==> src/common/bitshift_pkg.sv <==
package bitshift_pkg;

	// ==========================================================
	// widths and reset values
	localparam int DATA_W = 32;
	localparam int AMT_W = 5;
	localparam logic [31:0] RESULT_RST = 32'h0000_0000;
	localparam logic [31:0] ALL_ONES = 32'hffff_ffff;
	localparam logic [31:0] ONE_WORD = 32'h0000_0001;

	// ==========================================================
	// operations carried by this unit
	typedef enum logic [2:0] {
		OP_SETBIT,
		OP_SHLO,
		OP_SHRO,
		OP_SHLI,
		OP_SHRI,
		OP_SHRDI
	} op_t;

endpackage

==> src/verilog/right_shifter.sv <==
`timescale 1ns/10ps
module right_shifter
(
	input  wire logic [31:0] data,
	input  wire logic [4:0]  amt,
	input  wire logic        fill,
	output logic      [31:0] shifted
);

	// ==========================================================
	// five-stage barrel, stage k moves by 2**k
	logic [31:0] stage [0:5];

	assign stage[0] = data;

	genvar k;
	generate
		for (k = 0; k < 5; k++)
		begin : g_stage
			assign stage[k + 1] = amt[k] ?
				{{(2 ** k){fill}}, stage[k][31:(2 ** k)]} : stage[k];
		end
	endgenerate

	assign shifted = stage[5];

endmodule

==> src/verilog/bit_set_and_shift_unit.sv <==
`timescale 1ns/10ps
// What this block does
// - setbit ors in bit at bitpos mod 32
// - shifts use len operand, result written back
// - shifts equal multiply or divide by 2^len
// - logical left: zero when count 32 up
// - logical right: zero when count 32 up
// - arithmetic right floors, saturates to 0/-1
// - dividing right shift rounds toward zero
// - report integer overflow and invalid-operation faults
module bit_set_and_shift_unit
(
	input  wire logic                clk,
	input  wire logic                rst_n,
	input  wire logic                op_valid,
	input  wire bitshift_pkg::op_t   op_code,
	input  wire logic [31:0]         len_in,
	input  wire logic [31:0]         src_in,
	output logic      [31:0]         result_reg,
	output logic                     result_valid_reg,
	output logic                     fault_overflow_reg,
	output logic                     fault_bad_op_reg
);

	// ==========================================================
	// operand decode
	logic        len_big;
	logic [4:0]  amt;
	logic        src_neg;
	logic [31:0] shl_val;
	logic [31:0] shl_back;
	logic [31:0] shr_log;
	logic [31:0] shr_ari;
	logic [31:0] div_bias;
	logic [31:0] div_src;
	logic [31:0] shr_div;
	logic [31:0] result_next;
	logic        overflow_next;
	logic        bad_op_next;

	// only the low five bits give the distance; any higher bit means 32 or more
	assign len_big = |len_in[31:5];
	assign amt = len_in[4:0];
	assign src_neg = src_in[31];
	assign shl_val = src_in << amt;
	assign shl_back = 32'($signed(shl_val) >>> amt);

	// ==========================================================
	// right shifters
	right_shifter u_shr_log
	(
		.data    (src_in),
		.amt     (amt),
		.fill    (1'b0),
		.shifted (shr_log)
	);

	right_shifter u_shr_ari
	(
		.data    (src_in),
		.amt     (amt),
		.fill    (src_neg),
		.shifted (shr_ari)
	);

	// rounding toward zero
	// a negative source gets 2^len-1 added first; it cannot wrap since src < 0
	assign div_bias = src_neg ? ((bitshift_pkg::ONE_WORD << amt) - bitshift_pkg::ONE_WORD) : 32'h0000_0000;
	assign div_src = src_in + div_bias;

	right_shifter u_shr_div
	(
		.data    (div_src),
		.amt     (amt),
		.fill    (div_src[31]),
		.shifted (shr_div)
	);

	// ==========================================================
	// result selection
	always_comb
	begin
		result_next = bitshift_pkg::RESULT_RST;
		overflow_next = 1'b0;
		bad_op_next = 1'b0;
		case (op_code)
			bitshift_pkg::OP_SETBIT:
			begin
				result_next = src_in | (bitshift_pkg::ONE_WORD << amt);
			end
			bitshift_pkg::OP_SHLO:
			begin
				result_next = len_big ? 32'h0000_0000 : shl_val;
			end
			bitshift_pkg::OP_SHRO:
			begin
				result_next = len_big ? 32'h0000_0000 : shr_log;
			end
			bitshift_pkg::OP_SHLI:
			begin
				result_next = len_big ? 32'h0000_0000 : shl_val;
				overflow_next = len_big ? (src_in != 32'h0000_0000) : (shl_back != src_in);
			end
			bitshift_pkg::OP_SHRI:
			begin
				if (len_big)
					result_next = src_neg ? bitshift_pkg::ALL_ONES : 32'h0000_0000;
				else
					result_next = shr_ari;
			end
			bitshift_pkg::OP_SHRDI:
			begin
				// truncating divide; any negative quotient magnitude below one is zero
				result_next = len_big ? 32'h0000_0000 : shr_div;
			end
			default:
			begin
				bad_op_next = 1'b1;
			end
		endcase
	end

	// ==========================================================
	// result register, written only on an issued operation
	always_ff @(posedge clk)
	begin
		if (!rst_n)
			result_reg <= bitshift_pkg::RESULT_RST;
		else if (op_valid)
			result_reg <= result_next;
	end

	// ==========================================================
	// completion and fault pulses, one cycle each
	always_ff @(posedge clk)
	begin
		if (!rst_n)
		begin
			result_valid_reg <= 1'b0;
			fault_overflow_reg <= 1'b0;
			fault_bad_op_reg <= 1'b0;
		end
		else
		begin
			result_valid_reg <= op_valid;
			fault_overflow_reg <= op_valid & overflow_next;
			fault_bad_op_reg <= op_valid & bad_op_next;
		end
	end

	// ==========================================================
	// checks
	setbit_result_a: assert property (@(posedge clk) disable iff (!rst_n)
		op_valid && op_code == bitshift_pkg::OP_SETBIT |=>
		result_reg == ($past(src_in) | (32'h0000_0001 << $past(amt))))
		else $error("setbit result wrong");

	shlo_saturate_a: assert property (@(posedge clk) disable iff (!rst_n)
		op_valid && op_code == bitshift_pkg::OP_SHLO && len_big |=> result_reg == 32'h0000_0000)
		else $error("shlo large count not zero");

	shro_divide_a: assert property (@(posedge clk) disable iff (!rst_n)
		op_valid && op_code == bitshift_pkg::OP_SHRO && !len_big |=>
		result_reg == ($past(src_in) >> $past(amt)))
		else $error("shro result wrong");

	shri_floor_a: assert property (@(posedge clk) disable iff (!rst_n)
		op_valid && op_code == bitshift_pkg::OP_SHRI |=>
		result_reg == ($past(len_big) ? {32{$past(src_neg)}} : 32'($signed($past(src_in)) >>> $past(amt))))
		else $error("shri result wrong");

	shrdi_trunc_a: assert property (@(posedge clk) disable iff (!rst_n)
		op_valid && op_code == bitshift_pkg::OP_SHRDI && !len_big |=>
		$signed(result_reg) == 32'($signed({{32{$past(src_neg)}}, $past(src_in)}) / (64'sh1 << $past(amt))))
		else $error("shrdi quotient wrong");

	shli_multiply_a: assert property (@(posedge clk) disable iff (!rst_n)
		op_valid && op_code == bitshift_pkg::OP_SHLI && !len_big |=>
		result_reg == 32'(64'($past(src_in)) * (64'h1 << $past(amt))))
		else $error("shli product wrong");

	shli_overflow_a: assert property (@(posedge clk) disable iff (!rst_n)
		op_valid && op_code == bitshift_pkg::OP_SHLI && len_big && src_in != 32'h0000_0000 |=>
		fault_overflow_reg ##1 !fault_overflow_reg || $past(op_valid))
		else $error("shli overflow missed");

	no_overflow_a: assert property (@(posedge clk) disable iff (!rst_n)
		op_valid && op_code != bitshift_pkg::OP_SHLI || !op_valid |=> !fault_overflow_reg)
		else $error("spurious overflow fault");

	valid_pulse_a: assert property (@(posedge clk) disable iff (!rst_n)
		op_valid |=> result_valid_reg && result_reg == $past(result_next))
		else $error("result not written back");

	// overflow reference built apart from shl_back, so a broken shift-back compare is caught
	logic [63:0] shli_wide;
	logic        shli_lost;

	assign shli_wide = {{32{src_neg}}, src_in} << amt;
	assign shli_lost = !((&shli_wide[63:31]) || !(|shli_wide[63:31]));

	shli_lost_bits_a: assert property (@(posedge clk) disable iff (!rst_n)
		op_valid && op_code == bitshift_pkg::OP_SHLI && !len_big |=> fault_overflow_reg == $past(shli_lost))
		else $error("shli overflow flag wrong");

	bad_op_fault_a: assert property (@(posedge clk) disable iff (!rst_n)
		op_valid && op_code > bitshift_pkg::OP_SHRDI |=> fault_bad_op_reg && result_reg == 32'h0000_0000)
		else $error("unknown operation not faulted");

	// junk operands between issues must never reach the outputs
	idle_quiet_a: assert property (@(posedge clk) disable iff (!rst_n)
		!op_valid |=> !result_valid_reg && !fault_overflow_reg && !fault_bad_op_reg && $stable(result_reg))
		else $error("output changed without an issue");

endmodule

==> config.mk <==
export PLATFORM = sky130hd
export DESIGN_NAME = bit_set_and_shift_unit
export DESIGN_NICKNAME = d
export VERILOG_FILES = /design/src/common/bitshift_pkg.sv /design/src/verilog/right_shifter.sv /design/src/verilog/bit_set_and_shift_unit.sv
export SDC_FILE = /design/constraint.sdc
export NUM_CORES = 1
export LEC_CHECK = 0
export BUFFER_PORTS_ARGS = -buffer_cell sky130_fd_sc_hd__buf_2
export CAP_MARGIN = 20
export CELL_PAD_IN_SITES_DETAIL_PLACEMENT = 1
export CELL_PAD_IN_SITES_GLOBAL_PLACEMENT = 1
export CORE_ASPECT_RATIO = 0.5
export CORE_MARGIN = 8
export CORE_UTILIZATION = 40
export CTS_BUF_LIST = sky130_fd_sc_hd__clkbuf_2
export DETAILED_ROUTE_END_ITERATION = 8
export GPL_TIMING_DRIVEN = 1
export PLACE_DENSITY_LB_ADDON = 0.08
export SLEW_MARGIN = 10
export SYNTH_ARGS = -nofsm -noshare
export SYNTH_HDL_FRONTEND = slang
export SYNTH_HIERARCHICAL = 1
export SYNTH_SLANG_ARGS = --single-unit
==> constraint.sdc <==
create_clock -name clk -period 9.5 [get_ports clk]
set_input_delay 0.475 -clock clk [delete_from_list [all_inputs] [get_ports clk]]
set_output_delay 0.475 -clock clk [all_outputs]
set_load 0.005 [all_outputs]
Yosys cells after proc, flatten, opt, wreduce, memory -nomap -nowiden
Index checks and enable logic that the tools add are counted.
{"block": "classes", "addsub": 2, "mul": 0, "n_div": 0, "order_cmp": 0, "n_eq_ne": 6, "shift": 3, "n_mux": 25, "bitwise": 3, "n_reduce_logical": 5}
{"cell": "$mux W32", "count": 11}
{"cell": "$mux W31", "count": 10}
{"cell": "$pmux W32 S5", "count": 1}
{"cell": "$add A32 B32 Y32", "count": 1}
{"cell": "$ne A32 B32 Y1", "count": 1}
{"cell": "$or A32 B32 Y32", "count": 1}
{"cell": "$reduce_bool A32 Y1", "count": 1}
{"cell": "$shl A1 B5 Y32 const A", "count": 1}
{"cell": "$shl A32 B5 Y32", "count": 1}
{"cell": "$sshr A32 B5 Y32", "count": 1}
{"cell": "$sub A32 B1 Y32 const B", "count": 1}
{"cell": "$reduce_or A27 Y1", "count": 1}
{"cell": "$eq A3 B2 Y1 const B", "count": 2}
{"cell": "$eq A3 B3 Y1 const B", "count": 2}
{"cell": "$reduce_or A6 Y1", "count": 1}
{"cell": "$eq A3 B1 Y1 const B", "count": 1}
{"cell": "$logic_not A3 Y1", "count": 1}
{"cell": "$mux W1", "count": 3}
{"cell": "$and A1 B1 Y1", "count": 2}
{"cell": "$reduce_or A2 Y1", "count": 1}
{"block": "word_totals", "register_bits": 35, "latch_bits": 0, "ram_bits": 0, "romBits": 0, "out_inout_bits": 35, "wordCells": 48, "mem_count": 0}

Logic depth before layout (Yosys ltp)
{"block": "depth", "word_depth": 11, "depth_mapped": 36}

Modules after synthesis
Netlist, hierarchy kept.
{"module": "bit_set_and_shift_unit", "instances": 1, "cells_each": 1227, "area_each_um2": 8735.9}
{"module": "right_shifter", "instances": 3, "cells_each": 228, "area_each_um2": 2085.8}

Worst setup path after synthesis
No wires, ideal clock.
{"block": "synth_path", "path_type": "input -> register", "startpoint": "input len_in[1]", "endpoint": "register result_reg[1]", "setup_time_ps": 115, "arrival_ps": 7055, "t_required_ps": 9385, "path_slack_ps": 2331, "path_stages": 35, "n_path_buf": 9, "cell_sequence": "buf_4 -> buf_4 -> buf_4 -> buf_2 -> buf_2 -> clkbuf_1 -> nor2_1 -> nand2_1 -> ha_1 -> clkbuf_1 -> clkbuf_1 -> xnor2_1 -> and2_1 -> ha_1 -> a21oi_1 -> o21ai_0 -> a21oi_1 -> o21ai_0 -> o41ai_1 -> a31oi_1 -> a221o_1 -> a211oi_1 -> o31ai_1 -> a21oi_1 -> xnor2_1 -> clkbuf_1 -> mux4_2 -> mux2i_1 -> o2bb2a_1 -> nand3_1 -> mux2i_1 -> o211ai_1 -> a21oi_1 -> a21oi_1 -> o21a_1"}
{"block": "synth_between", "elab_cells_between_ends": 24}
{"element": "start: declaration", "line": "bit_set_and_shift_unit.sv:17", "rtl": "input wire logic [31:0] len_in,"}
{"element": "$shl A1 B5 Y32", "line": "bit_set_and_shift_unit.sv:68", "rtl": "assign div_bias = src_neg ? ((bitshift_pkg::ONE_WORD << amt) - bitshift_pkg::ONE_WORD) : 32'h0000_0000;"}
{"element": "$sub A32 B1 Y32", "line": "bit_set_and_shift_unit.sv:68"}
{"element": "$mux W32", "line": "bit_set_and_shift_unit.sv:68"}
{"element": "$add A32 B32 Y32", "line": "bit_set_and_shift_unit.sv:69", "rtl": "assign div_src = src_in + div_bias;"}
{"element": "via div_src[31]", "line": "bit_set_and_shift_unit.sv:35", "rtl": "logic [31:0] div_src;"}
{"element": "$mux W31 (4 in series)", "line": "right_shifter.sv:20", "rtl": "assign stage[k + 1] = amt[k] ?"}
{"element": "via shr_div[1]", "line": "bit_set_and_shift_unit.sv:36", "rtl": "logic [31:0] shr_div;"}
{"element": "$mux W32", "line": "bit_set_and_shift_unit.sv:114", "rtl": "result_next = len_big ? 32'h0000_0000 : shr_div;"}
{"element": "$pmux W32 S5", "line": "bit_set_and_shift_unit.sv:86", "rtl": "case (op_code)"}
{"element": "end signal: assignment", "line": "bit_set_and_shift_unit.sv:128", "rtl": "result_reg <= bitshift_pkg::RESULT_RST;"}
{"element": "end signal: assignment", "line": "bit_set_and_shift_unit.sv:130", "rtl": "result_reg <= result_next;"}
{"element": "end: declaration", "line": "bit_set_and_shift_unit.sv:19", "rtl": "output logic [31:0] result_reg,"}
The timed path passes the listed nets, and every way through them passes these cells.
A chain may end at the register's enable or synchronous reset.

Final worst setup path
{"block": "layout_path", "startpoint": "input len_in[0]", "endpoint": "register result_reg[23]"}
{"block": "layout_between", "elab_chain_cells": 11, "elab_cells_between_ends": 26}
{"element": "$shl A1 B5 Y32", "line": "bit_set_and_shift_unit.sv:68"}
{"element": "$sub A32 B1 Y32", "line": "bit_set_and_shift_unit.sv:68"}
{"element": "$mux W32", "line": "bit_set_and_shift_unit.sv:68"}
{"element": "$add A32 B32 Y32", "line": "bit_set_and_shift_unit.sv:69"}
{"element": "via div_src[30]", "line": "bit_set_and_shift_unit.sv:35"}
{"element": "$mux W31 (5 in series)", "line": "right_shifter.sv:20"}
{"element": "via shr_div[23]", "line": "bit_set_and_shift_unit.sv:36"}
{"element": "$mux W32", "line": "bit_set_and_shift_unit.sv:114"}
{"element": "$pmux W32 S5", "line": "bit_set_and_shift_unit.sv:86"}
The timed path passes the listed nets, and every way through them passes these cells.

==> results.md <==
- Synth cell count leaders: o21ai_0 (152), mux2i_1 (145), a21oi_1 (131), mux4_2 (131), nand2_1 (123)
- Met1 usage: roughly 53%
- Post-place setup slack: 0.6686 ns
- First-pass detailed-route iteration total: 8
- Tightest Pin Transition: 1.209 ns
- Starting Density: 40.35%
- Critical Path AT: about 9.0 ns
- CTS tree: built
- Minimum clock period: 8.657 ns
- Cell variety after synth: between 80 and 90
- Root Buffer: clkbuf_2
- GRT met3 Usage: 17.46%
- Vias: 18837
- Post-synth top area cell: mux4_2
- Ys flop type: dfxtp_1
- First-pass GRT wire length: around 130000 um
- Mapped cell area: 0.01499 mm^2
- Setup violators final: 0
- Post-DP HPWL: 64450 um
- Clock sinks: 35
- CP required: 9.85 ns
- Final Max Slew Viols: 0
- Most used cell, CP: a21o_1
- Leak pwr: 5.819 nW
- Post-synth ARST share: 0%
- Routed length per instance: 38.18 um
- GR Layer Usage met2: 51.11%
- Clock power share: 6.0%
- Finished Layout Cells: 2371
- Maximum clock path buffer count: 2
- Worst-path fanout max: between 40 and 50
- Placed cell count: 2360
- Largest cells by area after synthesis: mux4_2 (20%), mux2i_1 (9.7%), o21ai_0 (5.1%)
- Pwr Density: 92.57 mW/mm^2
- Global placement routability congestion: approximately 1.0
- EDFF count, synth: 0
- Crit share post-route: roughly 91%
- Htree depth: 2
- Share of cells above drive strength 1: 19.85%
- Count leader, synth: o21ai_0
- Peak VDD IR: 63.87 uV
- Yosys warns: 6
- Site row count: 50
- Minimum hold slack: 0.4542 ns
- Vias in the first global route: 18027
- Final hold violation count: 0
- Core area: 0.03716 mm^2
- Sequential share of the synthesized area: ~4.7%
- Clk_lat worst skew: 0.45 ns
- Total setup buffers inserted after CTS: 0
- Die X: a little under 300 um
- Largest net degree at the start of global routing: 72
- Slowest stage cell on the critical path: nor2_1
- Top-area cell type share of the netlist area: 19.68%
- Antenna violations before repair: 8
- Clock Pin Slew Worst Setup and Hold Paths: approximately 0.21 ns
- Switching power: 862.7 uW
- All-layer global routing usage: between 30% and 40%
- MaxCap Viol Count: 0
- Setup crit end kind: register
- Initial drt markers: 3268
- Hold-fix buffers, CTS: 0
- Largest stage delay on the critical path: 0.84 ns
- WL final: 90530 um
- Switching share of total power: between 50% and 60%
- Largest register FFs: 32
- F_max: 115.5 MHz
- Unrepaired setup endpoints after global routing: false
- Vert. Die Dim: 152.9 um
- Int Power: 588.9 uW
- HP Class: in -> reg
- Post-Syn Nets: 2014
- Pwr Total: 1.452 mW
- Most congested layer reported by global routing: met1
- Total die area: 0.04431 mm^2
- IO Pins: 105
- Slew margin rel.: 19.11%
- Crit path kind: in -> reg
- Outcome: finished, final reports clean
- Syn avg cell area: 7.846 um^2
- Nets: 1976
- Final WS setup: 0.8432 ns
- Comb pwr share: 83.4%
- P&R area growth vs syn: 4.590%
- Syn Inst Count: 1911
- ANT nets after route: 0
- Sequential power share: 10.6%
- Post-cts resize count: 0
- Startpoint types: input port
- Inserted Clock Buffers: 5
- Remaining global-route overflow: 0
- IO Port Bufs: ~100
- Seq cells post-synth: 35
- Final Skew: 0 ns
- DRC violations left: 0
- Vias per inst: 7.945
- Setup TNS: 0 ns
placed cells by master (no fill, tap or decap), drive strengths merged, types with 35 or more instances in the layout:
cell,instances
buf,146
nor2,112
mux2,46
a21oi,131
mux2i,147
o21ai,162
dfxtp,35
mux4,134
a22oi,88
nand2,124
o22ai,60
and2,59
inv,78
per-stage QoR:
step / util, % / area, um^2
3_3_place_gp: 42.06 / 15630
5_1_grt: 42.19 / 15680
3_5_place_dp: 42.06 / 15630
6_report: 42.20 / 15680
2_1_floorplan: - / 14990
4_1_cts: 42.18 / 15670
cells by family after synthesis:
group | after synthesis | synth area share, %
AO/OA/AOI/OAI | 730 | 32.84
AND/OR/NAND/NOR | 471 | 15.72
multiplexers | 327 | 33.61
buffers and inverters | 270 | 7.761
XOR/XNOR | 44 | 2.570
flip-flops | 35 | 4.673
adder cells (fa/ha/maj) | 33 | 2.804
other | 1 | 0.02501
metal layers:
metal	part of all wire, %	vias to the layer above
li1	-	7498
met1	41	9415
met2	38	1629
met3	17	288
met4	4.1	7
met5	0.12	-
critical path, delay by kind of cell:
kind	cells	cell delay [ns]
AO/OA/AOI/OAI	15	3.64
adder cells (fa/ha/maj)	2	0.78
buffers and inverters	1	0.24
multiplexers	2	0.92
AND/OR/NAND/NOR	9	2.90
area by class of cell:
class                   instances  area, um^2
diodes                          3       7.507
clock buffers                   6       30.03
clock inverters                 2       12.51
fillers                      4603       21480
inverters                      78       292.8
multi-input cells            1606       13150
flip-flops and latches         35       700.7
well taps                     494       618.1
repair buffers                147       873.3
path summary, 6_finish.rpt:
check / from / to / slack, ns / depth (start not counted)
min: op_code[1] / fault_bad_op_reg$_SDFF_PN0_ / 0.45 / 3
max reg2reg: result_reg[10]$_SDFFE_PN0P_ / result_reg[10]$_SDFFE_PN0P_ / 8.54 / 3
max: len_in[0] / result_reg[23]$_SDFFE_PN0P_ / 0.84 / 29
min reg2reg: result_reg[13]$_SDFFE_PN0P_ / result_reg[13]$_SDFFE_PN0P_ / 0.61 / 3
power by group through the flow:
stage	Clock (mW)	Combinational, mW	Sequential [mW]
detailed placement	0	1.14	0.157
global placement	0	1.12	0.157
finish	0.0867	1.21	0.154
CTS	0.0868	1.14	0.154
floorplan	0	0.739	0.156
global route	0.0908	1.24	0.155
No activity file was read; power rests on OpenSTA's default activity.
